<file path="src/design/sfsr_consts.svh">
// offsets, field positions, reset values and timing counts of the block
`ifndef SFSR_CONSTS_SVH
`define SFSR_CONSTS_SVH

// clock rate of pclk, the oscillator-derived reference
`define SFSR_PCLK_HZ 40000000

// register byte offsets on the apb bus
`define SFSR_CTRL_OFS 8'h00
`define SFSR_STATUS_OFS 8'h04
`define SFSR_PHASE_OFS 8'h08

// control register fields
`define SFSR_CTRL_REF_LO 0
`define SFSR_CTRL_REF_HI 1
`define SFSR_CTRL_SWEN 2
`define SFSR_CTRL_SWRST 3
// value of {enable, ref_sel} after a system reset: output off
`define SFSR_CTRL_RESET 3'h0

// strap code that switches the synthesizer off
`define SFSR_CODE_OFF 3'h7

// times in their own units, then the cycle counts derived from them
`define SFSR_SYNTH_START_MS 1000
`define SFSR_COLD_HOLD_S 35
`define SFSR_WARM_HOLD_S 3
`define SFSR_PPS_PERIOD_S 1
`define SFSR_PPS_WIDTH_MS 100
`define SFSR_SYNTH_START_CYC (`SFSR_SYNTH_START_MS * (`SFSR_PCLK_HZ / 1000))
`define SFSR_COLD_HOLD_CYC (`SFSR_COLD_HOLD_S * `SFSR_PCLK_HZ)
`define SFSR_WARM_HOLD_CYC (`SFSR_WARM_HOLD_S * `SFSR_PCLK_HZ)
`define SFSR_PPS_PERIOD_CYC (`SFSR_PPS_PERIOD_S * `SFSR_PCLK_HZ)
`define SFSR_PPS_WIDTH_CYC (`SFSR_PPS_WIDTH_MS * (`SFSR_PCLK_HZ / 1000))

// cycles the internal system reset is held after its cause goes away
`define SFSR_RST_HOLD_CYC 16

// synthesizer phase accumulator: threshold is div shifted by this
`define SFSR_ACC_SHIFT 3

`endif

</file>
<file path="src/design/sfsr_pkg.sv">
// types and the ratio decoder shared by the block's modules
package sfsr_pkg;

  // sequencing of the internal system reset
  typedef enum logic [1:0] {
    SFSR_ST_RESET,
    SFSR_ST_SAMPLE,
    SFSR_ST_RUN
  } sfsr_state_e;

  // whole state of the top module
  typedef struct packed {
    sfsr_state_e state;
    logic [31:0] rst_cnt;
    logic warm;
    logic [2:0] code;
    logic prog_mode;
    logic [1:0] ref_sel;
    logic sw_en;
    logic [31:0] fix_cnt;
    logic fix_ok;
    logic [31:0] start_cnt;
    logic locked;
    logic [31:0] pps_cnt;
    logic clean_pps;
    logic raw_q;
    logic raw_out;
    logic [31:0] phase_err;
    logic pready;
    logic pslverr;
    logic [31:0] prdata;
  } sfsr_top_s;

  // whole state of the synthesizer
  typedef struct packed {
    logic [7:0] acc;
    logic level;
    logic oe;
  } sfsr_syn_s;

  // multiplier and divider for a strap code and a reference choice;
  // ref_sel 0:10 MHz 1:15.36 MHz 2:19.2 MHz 3:20 MHz
  function automatic logic [7:0] sfsr_ratio(input logic [1:0] ref_sel,
                                            input logic [2:0] code);
    logic [7:0] r;
    r = 8'h11;
    unique case (ref_sel)
      2'h0: r = (code == 3'h6) ? 8'h12 : (code == 3'h5) ? 8'h43 :
                (code == 3'h4) ? 8'h85 : (code == 3'h3) ? 8'h21 :
                (code == 3'h2) ? 8'h83 : (code == 3'h1) ? 8'h41 : 8'h81;
      2'h1: r = (code == 3'h6) ? 8'h3A : (code == 3'h5) ? 8'h23 :
                (code == 3'h4) ? 8'h11 : (code == 3'h3) ? 8'h32 :
                (code == 3'h2) ? 8'h21 : (code == 3'h1) ? 8'h31 : 8'h61;
      2'h2: r = (code == 3'h6) ? 8'h14 : (code == 3'h5) ? 8'h12 :
                (code == 3'h4) ? 8'h23 : (code == 3'h3) ? 8'h45 :
                (code == 3'h2) ? 8'h43 : (code == 3'h1) ? 8'h21 : 8'h41;
      2'h3: r = (code == 3'h6) ? 8'h14 : (code == 3'h5) ? 8'h12 :
                (code == 3'h4) ? 8'h23 : (code == 3'h3) ? 8'h45 :
                (code == 3'h2) ? 8'h43 : (code == 3'h1) ? 8'h21 : 8'h41;
    endcase
    return r;
  endfunction

endpackage

</file>
<file path="src/design/sfsr_syn_if.sv">
// carrier between the sequencer and the synthesizer
`timescale 1ns/1ps
interface sfsr_syn_if;
  logic enable;
  logic [3:0] mul;
  logic [3:0] div;
  logic level;
  logic oe;
  modport ctl(output enable, output mul, output div,
              input level, input oe);
  modport syn(input enable, input mul, input div,
              output level, output oe);
endinterface

</file>
<file path="src/design/sfsr_top.sv">
// strap-selected synthesizer control, system reset and pps logic
//
// How it works
// - strap code 111 switches the synthesized output off.
// - straps read one when open, zero when grounded.
// - 10/20 MHz reference codes map to the listed output ratios.
// - 15.36/19.2 MHz reference codes map to the listed output ratios.
// - output is an n/m multiple of the reference, such as 4/3 or 8/5.
// - software enables the output; lock follows within one second.
// - lock output rises once the output is stable; low acts as reset.
// - internal reset plus a full reset from the manual reset pin.
// - fixes withheld 35 s after power-on, 3 s after later resets.
// - raw and clean pps outputs, both rising on the second.
// - clean pps slowly steered onto the raw pps.
//
// Our own choices: the APB slave port and the register addresses.
`timescale 1ns/1ps
`include "sfsr_consts.svh"
module sfsr_top
  import sfsr_pkg::*;
#(
  parameter int unsigned ADDR_W = 8,
  parameter int unsigned SYNTH_START_CYC = `SFSR_SYNTH_START_CYC,
  parameter int unsigned COLD_HOLD_CYC = `SFSR_COLD_HOLD_CYC,
  parameter int unsigned WARM_HOLD_CYC = `SFSR_WARM_HOLD_CYC,
  parameter int unsigned PPS_PERIOD_CYC = `SFSR_PPS_PERIOD_CYC,
  parameter int unsigned PPS_WIDTH_CYC = `SFSR_PPS_WIDTH_CYC
) (
  // clock, reset, enable
  input wire logic pclk,
  input wire logic presetn,
  input wire logic ce,
  // apb slave
  input wire logic psel,
  input wire logic penable,
  input wire logic pwrite,
  input wire logic [ADDR_W-1:0] paddr,
  input wire logic [31:0] pwdata,
  output logic [31:0] prdata,
  output logic pready,
  output logic pslverr,
  // board pins
  input wire logic [2:0] freq_select_straps,
  input wire logic manual_reset_n,
  input wire logic synth_out_i,
  output logic synth_out_o,
  output logic synth_out_oe,
  output logic synth_locked,
  output logic fix_enable,
  // pulse per second
  input wire logic raw_pps_in,
  output logic raw_pps_out,
  output logic clean_pps
);

  localparam logic [31:0] START_LAST = 32'(SYNTH_START_CYC - 1);
  localparam logic [31:0] COLD_LOAD = 32'(COLD_HOLD_CYC);
  localparam logic [31:0] WARM_LOAD = 32'(WARM_HOLD_CYC);
  localparam logic [31:0] PPS_LAST = 32'(PPS_PERIOD_CYC - 1);
  localparam logic [31:0] PPS_HALF = 32'(PPS_PERIOD_CYC / 2);
  localparam logic [31:0] PPS_WIDTH = 32'(PPS_WIDTH_CYC);
  localparam logic [31:0] RST_LAST = 32'(`SFSR_RST_HOLD_CYC - 1);

  sfsr_top_s r;
  sfsr_top_s next_r;
  sfsr_syn_if syn_bus();

  logic acc_phase;
  logic wr_acc;
  logic sw_rst;
  logic raw_rise;
  logic synth_on;
  logic [7:0] ratio;
  logic [31:0] status_word;
  logic [31:0] pps_step;

  ////////////////////////////////////////////////////////////////////////
  // decode of bus and pins

  // one wait state: pready rises in the second access cycle
  assign acc_phase = psel && penable && !r.pready;
  assign wr_acc = acc_phase && pwrite && paddr == `SFSR_CTRL_OFS;
  assign sw_rst = wr_acc && pwdata[`SFSR_CTRL_SWRST];
  assign raw_rise = raw_pps_in && !r.raw_q;
  assign synth_on = r.state == SFSR_ST_RUN && r.sw_en &&
                    r.code != `SFSR_CODE_OFF;
  assign ratio = sfsr_ratio(r.ref_sel, r.code);

  // status view of the block's own state
  assign status_word = {23'h0, r.state != SFSR_ST_RUN, r.warm,
                        r.prog_mode, r.fix_ok, r.locked,
                        r.code == `SFSR_CODE_OFF, r.code};

  ////////////////////////////////////////////////////////////////////////
  // next state

  always_comb begin
    next_r = r;
    pps_step = 32'h1;
    next_r.raw_q = raw_pps_in;
    next_r.raw_out = raw_pps_in;

    // apb register access
    next_r.pready = acc_phase;
    if (acc_phase) begin
      next_r.pslverr = 1'b0;
      next_r.prdata = 32'h0;
      unique case (paddr)
        `SFSR_CTRL_OFS: begin
          if (pwrite) begin
            next_r.ref_sel = pwdata[`SFSR_CTRL_REF_HI:`SFSR_CTRL_REF_LO];
            next_r.sw_en = pwdata[`SFSR_CTRL_SWEN];
          end else begin
            next_r.prdata = {29'h0, r.sw_en, r.ref_sel};
          end
        end
        `SFSR_STATUS_OFS: begin
          next_r.prdata = status_word;
        end
        `SFSR_PHASE_OFS: begin
          next_r.prdata = r.phase_err;
        end
        default: begin
          next_r.pslverr = 1'b1;
        end
      endcase
    end

    // reset sequencer
    unique case (r.state)
      SFSR_ST_RESET: begin
        next_r.rst_cnt = (r.rst_cnt == RST_LAST) ? r.rst_cnt
                                                 : r.rst_cnt + 32'h1;
        if (r.rst_cnt == RST_LAST && manual_reset_n) begin
          next_r.state = SFSR_ST_SAMPLE;
        end
      end
      SFSR_ST_SAMPLE: begin
        // straps and the shared pin are caught after release
        next_r.code = freq_select_straps;
        next_r.prog_mode = !synth_out_i;
        next_r.fix_cnt = r.warm ? WARM_LOAD : COLD_LOAD;
        next_r.warm = 1'b1;
        next_r.state = SFSR_ST_RUN;
      end
      SFSR_ST_RUN: begin
        if (r.fix_cnt != 32'h0) begin
          next_r.fix_cnt = r.fix_cnt - 32'h1;
        end
        next_r.fix_ok = r.fix_cnt == 32'h0;
      end
    endcase

    // lock indicator after the software start time
    if (!synth_on) begin
      next_r.start_cnt = 32'h0;
      next_r.locked = 1'b0;
    end else if (r.start_cnt == START_LAST) begin
      next_r.locked = 1'b1;
    end else begin
      next_r.start_cnt = r.start_cnt + 32'h1;
    end

    // clean pps: on each raw edge move one cycle toward it, so a large
    // offset needs many seconds; that slowness is the loop's intent
    if (raw_rise) begin
      next_r.phase_err = r.pps_cnt;
      if (r.pps_cnt != 32'h0 && r.pps_cnt < PPS_HALF) begin
        pps_step = 32'h0;
      end else if (r.pps_cnt != 32'h0) begin
        pps_step = 32'h2;
      end
    end
    next_r.pps_cnt = r.pps_cnt + pps_step;
    if (r.pps_cnt + pps_step > PPS_LAST) begin
      next_r.pps_cnt = r.pps_cnt + pps_step - 32'(PPS_PERIOD_CYC);
    end
    next_r.clean_pps = next_r.pps_cnt < PPS_WIDTH;

    // full system reset from pin or software wins over everything
    if (!manual_reset_n || sw_rst) begin
      next_r.state = SFSR_ST_RESET;
      next_r.rst_cnt = 32'h0;
      next_r.fix_ok = 1'b0;
      next_r.locked = 1'b0;
      next_r.start_cnt = 32'h0;
      {next_r.sw_en, next_r.ref_sel} = `SFSR_CTRL_RESET;
    end
    if (r.state != SFSR_ST_RUN) begin
      next_r.fix_ok = 1'b0;
    end
  end

  ////////////////////////////////////////////////////////////////////////
  // state register; power-on starts in reset, so it is a cold start

  always_ff @(posedge pclk or negedge presetn) begin
    if (!presetn) begin
      r <= '0;
    end else if (ce) begin
      r <= next_r;
    end
  end

  ////////////////////////////////////////////////////////////////////////
  // synthesizer

  assign syn_bus.enable = synth_on;
  assign syn_bus.mul = ratio[7:4];
  assign syn_bus.div = ratio[3:0];

  sfsr_synth u_synth (
    .pclk(pclk),
    .presetn(presetn),
    .ce(ce),
    .syn(syn_bus)
  );

  // outputs straight from flops
  assign prdata = r.prdata;
  assign pready = r.pready;
  assign pslverr = r.pslverr;
  assign synth_out_o = syn_bus.level;
  assign synth_out_oe = syn_bus.oe;
  assign synth_locked = r.locked;
  assign fix_enable = r.fix_ok;
  assign raw_pps_out = r.raw_out;
  assign clean_pps = r.clean_pps;

  ////////////////////////////////////////////////////////////////////////
  // assertions

  property p_off_code;
    @(posedge pclk) disable iff (!presetn)
      ce && r.code == `SFSR_CODE_OFF |=> !synth_out_oe;
  endproperty
  a_off_code: assert property (p_off_code)
    else $error("output driven with off code");

  property p_sample;
    @(posedge pclk) disable iff (!presetn)
      ce && r.state == SFSR_ST_SAMPLE |=>
        r.code == $past(freq_select_straps);
  endproperty
  a_sample: assert property (p_sample)
    else $error("strap code not taken at release");

  property p_hold;
    @(posedge pclk) disable iff (!presetn)
      r.state == SFSR_ST_RUN && $past(r.state) == SFSR_ST_RUN |->
        $stable(r.code);
  endproperty
  a_hold: assert property (p_hold)
    else $error("strap code changed while running");

  property p_ratio;
    @(posedge pclk) disable iff (!presetn)
      r.ref_sel == 2'h0 && r.code == 3'h5 |->
        syn_bus.mul == 4'h4 && syn_bus.div == 4'h3;
  endproperty
  a_ratio: assert property (p_ratio)
    else $error("wrong ratio for 13.33 MHz");

  // lock drops the cycle after the output stops being wanted
  property p_lock_run;
    @(posedge pclk) disable iff (!presetn)
      ce && !synth_on |=> !synth_locked;
  endproperty
  a_lock_run: assert property (p_lock_run)
    else $error("lock shown while not running");

  property p_oe_reset;
    @(posedge pclk) disable iff (!presetn)
      ce && r.state != SFSR_ST_RUN |=> !synth_out_oe;
  endproperty
  a_oe_reset: assert property (p_oe_reset)
    else $error("output pin driven around reset");

  property p_manual;
    @(posedge pclk) disable iff (!presetn)
      ce && !manual_reset_n |=> r.state == SFSR_ST_RESET && !synth_locked;
  endproperty
  a_manual: assert property (p_manual)
    else $error("manual reset not taken");

  property p_cold;
    @(posedge pclk) disable iff (!presetn)
      ce && manual_reset_n && !sw_rst && r.state == SFSR_ST_SAMPLE &&
        !r.warm |=> r.fix_cnt == COLD_LOAD && !fix_enable;
  endproperty
  a_cold: assert property (p_cold)
    else $error("cold hold not loaded");

  property p_pps;
    @(posedge pclk) disable iff (!presetn)
      ce && next_r.pps_cnt == 32'h0 |=> clean_pps;
  endproperty
  a_pps: assert property (p_pps)
    else $error("clean pps low at the second");

  property p_apb;
    @(posedge pclk) disable iff (!presetn)
      ce && psel && penable && !pready |=> pready;
  endproperty
  a_apb: assert property (p_apb)
    else $error("apb answer late");

  property p_warm;
    @(posedge pclk) disable iff (!presetn)
      ce && manual_reset_n && !sw_rst && r.state == SFSR_ST_SAMPLE &&
        r.warm |=> r.fix_cnt == WARM_LOAD && !fix_enable;
  endproperty
  a_warm: assert property (p_warm)
    else $error("warm hold not loaded");

  property p_lock_time;
    @(posedge pclk) disable iff (!presetn)
      ce && manual_reset_n && !sw_rst && synth_on &&
        r.start_cnt == START_LAST |=> synth_locked;
  endproperty
  a_lock_time: assert property (p_lock_time)
    else $error("lock late after enable");

  // a hold on an early clean edge must not also wrap the counter
  property p_steer;
    @(posedge pclk) disable iff (!presetn)
      ce && raw_rise && r.pps_cnt != 32'h0 && r.pps_cnt < PPS_HALF |=>
        r.pps_cnt == $past(r.pps_cnt);
  endproperty
  a_steer: assert property (p_steer)
    else $error("early clean pps not held back");

  property p_raw_out;
    @(posedge pclk) disable iff (!presetn)
      ce |=> raw_pps_out == $past(raw_pps_in);
  endproperty
  a_raw_out: assert property (p_raw_out)
    else $error("raw pps not passed through");

  property p_sw_reset;
    @(posedge pclk) disable iff (!presetn)
      ce && sw_rst |=>
        r.state == SFSR_ST_RESET && !r.sw_en && !synth_locked;
  endproperty
  a_sw_reset: assert property (p_sw_reset)
    else $error("software reset not taken");

  c_lock: cover property (@(posedge pclk) disable iff (!presetn)
    $rose(synth_locked));
  c_fix: cover property (@(posedge pclk) disable iff (!presetn)
    $rose(fix_enable));
  c_manual: cover property (@(posedge pclk) disable iff (!presetn)
    r.state == SFSR_ST_RUN && !manual_reset_n);
  c_steer: cover property (@(posedge pclk) disable iff (!presetn)
    raw_rise && r.pps_cnt != 32'h0);

endmodule

</file>
<file path="src/design/sfsr_synth.sv">
// n/m synthesizer built as a phase accumulator on the reference clock
`timescale 1ns/1ps
module sfsr_synth
  import sfsr_pkg::*;
(
  // clock and reset
  input wire logic pclk,
  input wire logic presetn,
  input wire logic ce,
  // control and output
  sfsr_syn_if.syn syn
);
`include "sfsr_consts.svh"

  sfsr_syn_s r;
  sfsr_syn_s next_r;
  logic [7:0] thr;
  logic [7:0] sum;

  // the digital model runs at ref*mul/(div*16), a scaled copy of the
  // real n/m ratio, because logic cannot toggle above half its clock
  always_comb begin
    thr = {1'b0, syn.div, `SFSR_ACC_SHIFT'h0};
    sum = r.acc + {4'h0, syn.mul};
    next_r = r;
    next_r.oe = syn.enable;
    if (!syn.enable) begin
      next_r.acc = 8'h00;
      next_r.level = 1'b0;
    end else if (sum >= thr) begin
      next_r.acc = sum - thr;
      next_r.level = ~r.level;
    end else begin
      next_r.acc = sum;
    end
  end

  // register the state; ce low freezes it
  always_ff @(posedge pclk or negedge presetn) begin
    if (!presetn) begin
      r <= '0;
    end else if (ce) begin
      r <= next_r;
    end
  end

  assign syn.level = r.level;
  assign syn.oe = r.oe;

  // output only toggles while enabled
  property p_syn_quiet;
    @(posedge pclk) disable iff (!presetn)
      !syn.enable && ce |=> !r.level;
  endproperty
  a_syn_quiet: assert property (p_syn_quiet)
    else $error("synth output moves while disabled");

endmodule

</file>
<file path="config.mk">
export PLATFORM = sky130hd
export DESIGN_NAME = sfsr_top
export DESIGN_NICKNAME = d
export VERILOG_FILES = /design/src/design/sfsr_pkg.sv /design/src/design/sfsr_syn_if.sv /design/src/design/sfsr_top.sv /design/src/design/sfsr_synth.sv
export VERILOG_INCLUDE_DIRS = /design/src /design/src/design
export SDC_FILE = /design/constraint.sdc
export NUM_CORES = 1
export LEC_CHECK = 0
export BUFFER_PORTS_ARGS = -buffer_cell sky130_fd_sc_hd__buf_2
export CAP_MARGIN = 20
export CORE_MARGIN = 3
export CORE_UTILIZATION = 50
export CTS_CLUSTER_SIZE = 24
export DETAILED_ROUTE_END_ITERATION = 16
export PLACE_DENSITY = 0.73
export SETUP_SLACK_MARGIN = 0.02
export SLEW_MARGIN = 10
export SYNTH_ARGS = -nofsm -noshare
export SYNTH_HDL_FRONTEND = slang
export SYNTH_HIERARCHICAL = 1
export SYNTH_SLANG_ARGS = --single-unit
export TNS_END_PERCENT = 50
</file>
<file path="constraint.sdc">
create_clock -name pclk -period 5.1 [get_ports pclk]
set_input_delay 1.02 -clock pclk [delete_from_list [all_inputs] [get_ports pclk]]
set_output_delay 1.02 -clock pclk [all_outputs]
set_load 0.005 [all_outputs]
</file>
==> results.sh, run 1 <==
export IMPL_critPathBufInv=2
export IMPL_numPortBuffers=63
export IMPL_worst_slack_ps=-91.6
export IMPL_path_max_fanout=5
export IMPL_drtPass1Iterations=7
export IMPL_relSlewSlack=0.325
export IMPL_yosysSeqAreaShare=0.432
export IMPL_hold_viol_final=0
export IMPL_overflow=0
export IMPL_setup_viol=1
export IMPL_dieHeight_um=165
export IMPL_dp_hpwl_mm=21.8
export IMPL_max_stage_delay_ps=550
export IMPL_slowest_stage="or4_4"
export IMPL_p_total_mw=6.65
export IMPL_antenna_found_initial=0
export IMPL_cp_common_cell="or4_4"
export IMPL_max_cap_violations=0
export IMPL_postRouteAntennaNets=0
export IMPL_netlist_instances=1396
export IMPL_gp_congestion=0.920
export IMPL_synthTopCellsByCount="dfrtp_1, nand2_1, nor2_1"
export IMPL_cts_root_buf="clkbuf_16"
export IMPL_drc=0
export IMPL_fin_skew_ps=12.0
export IMPL_outcome="finished with violations"
export IMPL_yosysTopAreaCellShare=0.432
export IMPL_num_vias=10700
export IMPL_cts_clk_slew_worst_paths_ps=60
export IMPL_synth_ff_type="dfrtp_1"
export IMPL_wl_per_cell_um=17.1
export IMPL_rsz0062_at_grt="true"
export IMPL_track_usage=0.230
export IMPL_synth_edff_count=0
export IMPL_rows=57
export IMPL_area_growth_pct=17.6
export IMPL_diodes=0
export IMPL_path_cells="or4_4, nor4_4, buf_4, nand3_4, o31ai_4, ha_2, inv_2, fa_2, nand3b_1, or4_4, or4_4, xor2_1, a31oi_4, o211ai_1, o2111ai_1, nor4_2, nand4_1, a32oi_1"
export IMPL_start_util=0.514
export IMPL_cts_hold_buf=0
export IMPL_worstSkewPairLatency_ps=520
export IMPL_die_w_um=165
export IMPL_avgSynthCellArea_um2=9.05
export IMPL_pin_count=92
export IMPL_violations="negative setup slack"
export IMPL_power_density_mw_per_mm2=448
export IMPL_coreArea_mm2=0.0246
export IMPL_yosysWarnings=6
export IMPL_via_per_inst=5.80
export IMPL_netlist_area_mm2=0.0126
export IMPL_max_freq_mhz=193
export IMPL_worstPathArrival_ps=5610
export IMPL_hp_class="in2async"
export IMPL_whs_ps=456
export IMPL_cts_htree_levels=1
export IMPL_period_share=1.02
export IMPL_worstSetupStartpointType="flop"
export IMPL_synth_seq_cells=218
export IMPL_cts_tree="done"
export IMPL_worstMarginPinSlew_ps=1010
export IMPL_layout_nets=1563
export IMPL_synth_cell_type_count=87
export IMPL_layout_drive_gt1_share=0.216
export IMPL_p_leak_nw=6.47
export IMPL_post_route_util=0.604
export IMPL_report_final_slew_viol_count=0
export IMPL_synth_nets=1465
export IMPL_fin_crit_ps=5190
export IMPL_clk_path_buf_depth=3
export IMPL_drt_iter0_markers=976
export IMPL_irDropWorstVdd_uv=260
export IMPL_synth_top_area_cell="dfrtp_1"
export IMPL_cts_made_buffers=25
export IMPL_grt_pass1_vias=10400
export IMPL_die_area_mm2=0.0272
export IMPL_crit_family="simple AND/OR/NAND/NOR gates"
export IMPL_netlist_top_cells_area="dfrtp_1, nand2_1, xnor2_1"
export IMPL_grt_max_degree=147
export IMPL_clock_sinks=218
export IMPL_endpoint_kind="flop"
export IMPL_worstSetupPathType="reg2reg"
export IMPL_cp_data_required_time_ps=5520
export IMPL_synthArstFlopShare=1.00
export IMPL_postRouteWirelength_mm=31.4
export IMPL_yosysMostFrequentCell="dfrtp_1"
export IMPL_grt_first_pass_wirelength_mm=51.7
-- where the power goes --
group | internal (mW) | switching [mW] | total [mW]
registers | 2.03 | 0.243 | 2.27
clock network | 1.23 | 0.717 | 1.95
logic | 1.13 | 1.30 | 2.43
-- logic make-up (layout without fill, tap and decap cells) --
kind of cell | Yosys count | count (layout) | synth area share
simple gates | 603 | 603 | 0.239
compound gates | 239 | 239 | 0.121
flops | 218 | 218 | 0.432
buf+inv | 139 | 255 | 0.0534
xor+xnor | 131 | 131 | 0.0923
mux | 49 | 49 | 0.0438
fa+ha+maj | 17 | 17 | 0.0186
-- sequential cells by signal, summed over array words and instances, names as in the netlist --
name,count
clean_pps,1
fix_enable,1
prdata,32
pready,1
pslverr,1
r,170
raw_pps_out,1
synth_locked,1
u_synth/r,8
u_synth/syn.level,1
u_synth/syn.oe,1
-- through the flow --
step                      setup TNS (ps)  cell area, um^2  std cells  setup WS (ps)
final                              -91.6            14900       1836          -91.6
after global routing               -1040            14900       1836           -247
after CTS                          -6.64            14600       1826          -6.64
after detailed placement            -971            13600       1780           -218
after global placement              -539            13600       1780           -208
after floorplan                        0            12700       1396           27.1
-- layout by cell type, fill, tap and decap left out, types with 6 or more instances in the layout --
master | netlist | final
buf_4 | 36 | 104
nand3_1 | 64 | 63
nand4_1 | 28 | 28
and3_1 | 21 | 20
nor4_1 | 31 | 27
nor3_1 | 29 | 28
clkbuf_16 | 0 | 25
a211oi_1 | 7 | 6
nand2b_1 | 6 | 6
or3_1 | 25 | 24
and4_1 | 9 | 8
o21a_1 | 7 | 6
inv_1 | 38 | 37
a22oi_1 | 7 | 7
a21oi_1 | 44 | 41
mux2_2 | 42 | 42
o2111ai_1 | 7 | 6
o21ai_0 | 96 | 94
dfrtp_1 | 218 | 218
nand2_1 | 172 | 171
nor2b_1 | 9 | 9
xnor2_1 | 67 | 65
clkbuf_8 | 0 | 9
o31ai_1 | 7 | 6
buf_2 | 8 | 62
xor2_1 | 63 | 62
and2_1 | 9 | 8
ha_1 | 14 | 12
nor2_1 | 154 | 150
-- area by class of cell --
class	instances	area, um^2
Multi-Input combinational cell	1039	6760
Clock buffer	36	757
Inverter	38	143
Fill cell	2061	9750
Tap cell	324	405
Sequential cell	218	5460
Timing Repair Buffer	172	1180
Clock inverter	9	156
-- what timing repair did --
item,in CTS,in global routing
gates resized for setup,18,31
pin swaps,4,17
buffers inserted,1,9
endpoints found under the setup margin,18,20
-- routing by layer --
metal / routed length (um) / global-route usage
met1: 14300 / 0.327
met2: 14800 / 0.373
met3: 1760 / 0.0321
met4: 549 / 0.0572
met5: 0 / 0
-- worst paths after layout --
check,startpoint,end,slack [ps],depth (start not counted)
setup / recovery,r[96],clean_pps,-90,18
hold / removal,presetn,r[197],460,1
setup reg to reg,r[96],clean_pps,-90,18
hold reg to reg,r[165],r[165],470,2
max in group asynchronous,presetn,r[104],3480,2
min in group pclk,r[165],r[165],470,2
Power figures use the tool's default switching activity.
==> inputs of run 2 (changes only) <==
Settings changed: GPL_ROUTABILITY_DRIVEN from default to 0, SKIP_CTS_REPAIR_TIMING from default to 1.
==> run 2 against run 1 <==
  * The run still ends with negative setup slack left
  * Setup slack lost 150 ps
  * Wire length grew 1.3%
  * Count of clock-buffer cells in the layout shrank 6
  * Final cell count grew 0.22%
  * Critical path type unchanged
  * Largest power group unchanged
==> results.sh, run 2 (same netlist as run 1, synthesis figures left out) <==
export IMPL_layout_common_cells="dfrtp_1, nand2_1, nor2_1"
export IMPL_drt_iter0_markers=888
export IMPL_clock_sinks=218
export IMPL_endpoint_kind="flop"
export IMPL_setup_viol=4
export IMPL_overflow=0
export IMPL_area_growth_pct=19.6
export IMPL_fillers=1944
export IMPL_outcome="finished with violations"
export IMPL_grt_max_degree=112
export IMPL_reg2reg_from="r[100]"
export IMPL_start_util=0.514
export IMPL_numPortBuffers=63
export IMPL_postRouteAntennaNets=0
export IMPL_dp_cells=1783
export IMPL_layout_drive_gt1_share=0.230
export IMPL_final_cell_count_no_fill=1840
export IMPL_wl_per_cell_um=17.3
export IMPL_via_per_inst=5.79
export IMPL_path_max_fanout=4
export IMPL_hold_viol_final=0
export IMPL_fin_crit_ps=5340
export IMPL_power_density_mw_per_mm2=453
export IMPL_antenna_found_initial=0
export IMPL_rsz0062_at_grt="true"
export IMPL_cts_htree_levels=1
export IMPL_fin_skew_ps=13.5
export IMPL_largest_register_ffs=170
export IMPL_max_cap_violations=0
export IMPL_whs_ps=461
export IMPL_worstMarginPinSlew_ps=969
export IMPL_reg2reg_to="clean_pps"
export IMPL_report_final_slew_viol_count=0
export IMPL_worst_slack_ps=-238
export IMPL_grt_pass1_vias=10200
export IMPL_max_freq_mhz=187
export IMPL_cts_made_buffers=25
export IMPL_drtPass1Iterations=7
export IMPL_p_leak_nw=6.58
export IMPL_largest_register="r"
export IMPL_violations="negative setup slack"
export IMPL_relSlewSlack=0.354
export IMPL_cts_root_buf="clkbuf_16"
export IMPL_rows=57
export IMPL_worstSkewPairLatency_ps=520
export IMPL_worstSetupStartpointType="flop"
export IMPL_irDropWorstVdd_uv=304
export IMPL_worstSetupPathType="reg2reg"
export IMPL_track_usage=0.228
export IMPL_num_vias=10600
export IMPL_worstSetupStartpoint="r[100]"
export IMPL_pin_count=92
export IMPL_grt_first_pass_wirelength_mm=51.0
export IMPL_multi_input_area_mm2=0.00692
export IMPL_dp_hpwl_mm=21.9
export IMPL_postRouteWirelength_mm=31.8
export IMPL_cts_tree="done"
export IMPL_clk_path_buf_depth=3
export IMPL_worstPathArrival_ps=5770
export IMPL_rrSetupSlack_ps=-240
export IMPL_tns_ps=-351
export IMPL_dieHeight_um=165
export IMPL_die_area_mm2=0.0272
export IMPL_period_share=1.05
export IMPL_final_common_cell="dfrtp_1"
export IMPL_layout_nets=1567
export IMPL_hp_class="reg2reg"
export IMPL_die_w_um=165
export IMPL_r2r_cells=22
export IMPL_coreArea_mm2=0.0246
export IMPL_cp_data_required_time_ps=5530
export IMPL_p_total_mw=6.85
export IMPL_regArea_mm2=0.00546
export IMPL_drc=0
export IMPL_crit_end="clean_pps"
export IMPL_cts_clk_slew_worst_paths_ps=60
export IMPL_diodes=0
-- run 2: cell types whose count changed in the layout (fill, tap and decap cells not counted), moves of 4 or more --
cell | previous run | this run
clkbuf_8 | 9 | 3
mux2_2 | 42 | 38
nor2_4 | 1 | 6
xnor2_1 | 65 | 61
xnor2_2 | 1 | 5
nor2_1 | 150 | 146
mux2_4 | 2 | 6
o21ai_0 | 94 | 90
-- run 2: worst min path at each step --
stage	start	to	slack, ps	depth (start not counted)
floorplan	r[165]	r[165]	430	2
global placement	r[165]	r[165]	440	2
detailed placement	r[165]	r[165]	450	2
CTS	r[165]	r[165]	460	2
global route	r[165]	r[165]	510	2
finish	r[165]	r[165]	460	2
-- run 2: layout make-up --
type / count / area share
clock inverters: 15 / 0.0178
inverters: 38 / 0.00944
well taps: 324 / 0.0268
multi-input cells: 1039 / 0.458
flip-flops and latches: 218 / 0.361
repair buffers: 176 / 0.0825
clock buffers: 30 / 0.0446
-- run 2: metal layers --
layer,GRT usage,routed length [um],share of wire,vias to the layer above
met3,0.0366,1860,0.058,62
met1,0.314,13900,0.44,5182
met2,0.375,15300,0.48,322
met4,0.0656,760,0.024,0
met5,0,0,0,-
li1,-,-,-,5082
-- run 2: through the flow --
step | utilization | setup slack [ps] | instance area [um^2]
after floorplan | - | 27.1 | 12700
after global placement | 0.554 | -115 | 13600
after detailed placement | 0.554 | -160 | 13600
after CTS | 0.592 | -226 | 14600
after global routing | 0.614 | -365 | 15100
final | 0.614 | -238 | 15100
-- run 2: power by group --
| group | leakage [nW] | total [mW] | internal, mW | switching [mW] |
|---|---|---|---|---|
| logic | 3.28 | 2.53 | 1.20 | 1.33 |
| registers | 2.85 | 2.29 | 2.03 | 0.263 |
| clock network | 0.452 | 2.03 | 1.30 | 0.729 |
-- run 2: critical path, cell delays in order, from the launching register on --
cell      delay, ps
dfrtp_1         380
or4_4           550
nor4_4          290
buf_4           180
nand3_4          60
o31ai_4         270
ha_2            230
inv_2            40
fa_2            370
nand3b_1        260
nor2_2          190
and3_4          230
xnor2_4          80
ha_4            170
or3_4           380
a31oi_4         200
o21a_1          190
o21a_4          190
xnor2_2         110
a32oi_1          70
nor4_1          360
nand4_1         210
a32oi_1         220
==> inputs of run 3 (changes only) <==
Settings changed: CELL_PAD_IN_SITES_DETAIL_PLACEMENT from default to 0, CELL_PAD_IN_SITES_GLOBAL_PLACEMENT from default to 1, CORE_UTILIZATION 50 to 43, CTS_CLUSTER_SIZE 24 to 20, PLACE_DENSITY 0.73 to 0.79.
==> run 3 against run 2 <==
  * The run still ends with negative setup slack left
  * Critical path type unchanged
  * Highest routed layer unchanged
  * Setup slack improved by 120 ps
  * Maximum frequency rose by 2.3%
  * Via count fell by 1.5%
  * Die area rose by 16%
  * Cell area fell by 0.33%
  * Non-clock buffer count rose by 7
  * Hold slack improved by 15 ps
  * Sequential share of layout area rose by 0.12 points
  * Utilization fell by 9.2 points
  * Clock skew fell by 0.52 ps
  * Sequential power barely moved
  * Global-route usage fell by 2.8 points
==> results.sh, run 3 (same netlist as run 1, synthesis figures left out) <==
export IMPL_outcome="finished with violations"
export IMPL_violations="negative setup slack"
export IMPL_dieHeight_um=177
export IMPL_final_cell_area_mm2=0.0151
export IMPL_fillers=2681
export IMPL_report_final_slew_viol_count=0
export IMPL_pin_count=92
export IMPL_start_util=0.438
export IMPL_drtPass1Iterations=5
export IMPL_p_leak_nw=6.56
export IMPL_worst_slack_ps=-118
export IMPL_slowest_stage="or4_4"
export IMPL_track_usage=0.200
export IMPL_hold_viol_final=0
export IMPL_dp_hpwl_mm=22.0
export IMPL_layout_common_cells="dfrtp_1, nand2_1, nor2_1"
export IMPL_antenna_found_initial=0
export IMPL_r2r_cells=22
export IMPL_clock_sinks=218
export IMPL_endpoint_kind="flop"
export IMPL_grt_max_degree=120
export IMPL_max_stage_delay_ps=530
export IMPL_whs_ps=476
export IMPL_pwr_share_seq=0.339
export IMPL_p_total_mw=6.69
export IMPL_dpl_cell_area_mm2=0.0138
export IMPL_worstMarginPinSlew_ps=967
export IMPL_num_vias=10500
export IMPL_rsz0062_at_grt="true"
export IMPL_final_common_cell="dfrtp_1"
export IMPL_max_freq_mhz=192
export IMPL_p_int_mw=4.40
export IMPL_final_cell_count_no_fill=1908
export IMPL_diodes=0
export IMPL_coreArea_mm2=0.0289
export IMPL_cp_data_required_time_ps=5530
export IMPL_dp_worst_setup_slack_ps=-148
export IMPL_layout_nets=1574
export IMPL_area_growth_pct=19.2
export IMPL_switching_share=0.342
export IMPL_overflow=0
export IMPL_grt_pass1_vias=10200
export IMPL_die_w_um=177
export IMPL_power_frac_comb=0.376
export IMPL_fin_skew_ps=13.0
export IMPL_cts_tree="done"
export IMPL_relSlewSlack=0.356
export IMPL_die_area_mm2=0.0315
export IMPL_tns_ps=-179
export IMPL_postRouteWirelength_mm=31.7
export IMPL_clk_path_buf_depth=3
export IMPL_postRouteAntennaNets=0
export IMPL_cts_root_buf="clkbuf_16"
export IMPL_path_max_fanout=4
export IMPL_layout_drive_gt1_share=0.223
export IMPL_hold_path_depth=2
export IMPL_grt_first_pass_wirelength_mm=52.3
export IMPL_dp_cells=1848
export IMPL_post_route_util=0.522
export IMPL_largest_register_ffs=170
export IMPL_irDropWorstVdd_uv=275
export IMPL_drc=0
export IMPL_worstSetupPathType="reg2reg"
export IMPL_cts_made_buffers=25
export IMPL_cts_htree_levels=1
export IMPL_period_share=1.02
export IMPL_numPortBuffers=63
export IMPL_fin_crit_ps=5220
export IMPL_worstSkewPairLatency_ps=530
export IMPL_worstSetupStartpointType="flop"
export IMPL_worstPathArrival_ps=5650
export IMPL_power_density_mw_per_mm2=444
export IMPL_rows=62
export IMPL_clkPwrFrac=0.286
export IMPL_cts_clk_slew_worst_paths_ps=60
export IMPL_largest_register="r"
export IMPL_via_per_inst=5.50
export IMPL_drt_iter0_markers=779
export IMPL_setup_viol=4
export IMPL_path_cells="or4_4, nor4_4, buf_4, nand3_4, o31ai_4, ha_2, inv_1, fa_2, nand3b_1, nor2_2, and3_4, xnor2_2, ha_2, or3_4, a31oi_4, o21a_1, o21a_2, xnor2_2, a32oi_1, nor4_2, nand4_1, a32oi_1"
export IMPL_max_cap_violations=0
export IMPL_hp_class="reg2reg"
export IMPL_switchingPower_mw=2.28
export IMPL_wl_per_cell_um=16.6
## run 3: area by class of cell
type	count	area, um^2	share of cell area
Timing Repair Buffer	183	1310	0.0869
Tap cell	384	480	0.0319
Inverter	38	143	0.00947
Clock inverter	8	126	0.00839
Sequential cell	218	5460	0.362
Clock buffer	38	764	0.0508
Multi-Input combinational cell	1039	6780	0.450
## run 3: path summary, 6_finish.rpt
check,from,end,slack (ps)
min reg2reg,prdata[31],prdata[31],480
max,r[97],clean_pps,-120
min in group asynchronous,presetn,u_synth/syn.level,530
max in group asynchronous,presetn,r[206],3370
max reg2reg,r[97],clean_pps,-120
min,prdata[31],prdata[31],480
## run 3: critical path: cells and delay by family (launching register included)
kind	cells	cell delay, ps
simple gates	9	2420
compound gates	6	1130
fa+ha+maj	3	750
flops	1	390
buf+inv	2	230
xor+xnor	2	190
## run 3: layer usage
| layer | part of all wire | vias to the layer above | track usage |
|---|---|---|---|
| met5 | 0 | - | 0 |
| met4 | 0.016 | 0 | 0.0422 |
| met3 | 0.047 | 43 | 0.0274 |
| met2 | 0.46 | 228 | 0.313 |
| met1 | 0.48 | 5111 | 0.297 |
| li1 | - | 5111 | - |
## run 3: power by group through the flow
| stage | sequential (mW) | combinational [mW] | clock (mW) |
|---|---|---|---|
| floorplan | 2.21 | 1.46 | 0 |
| global placement | 2.27 | 2.25 | 0 |
| detailed placement | 2.28 | 2.28 | 0 |
| CTS | 2.25 | 2.30 | 1.95 |
| global route | 2.30 | 2.73 | 2.02 |
| finish | 2.26 | 2.51 | 1.91 |
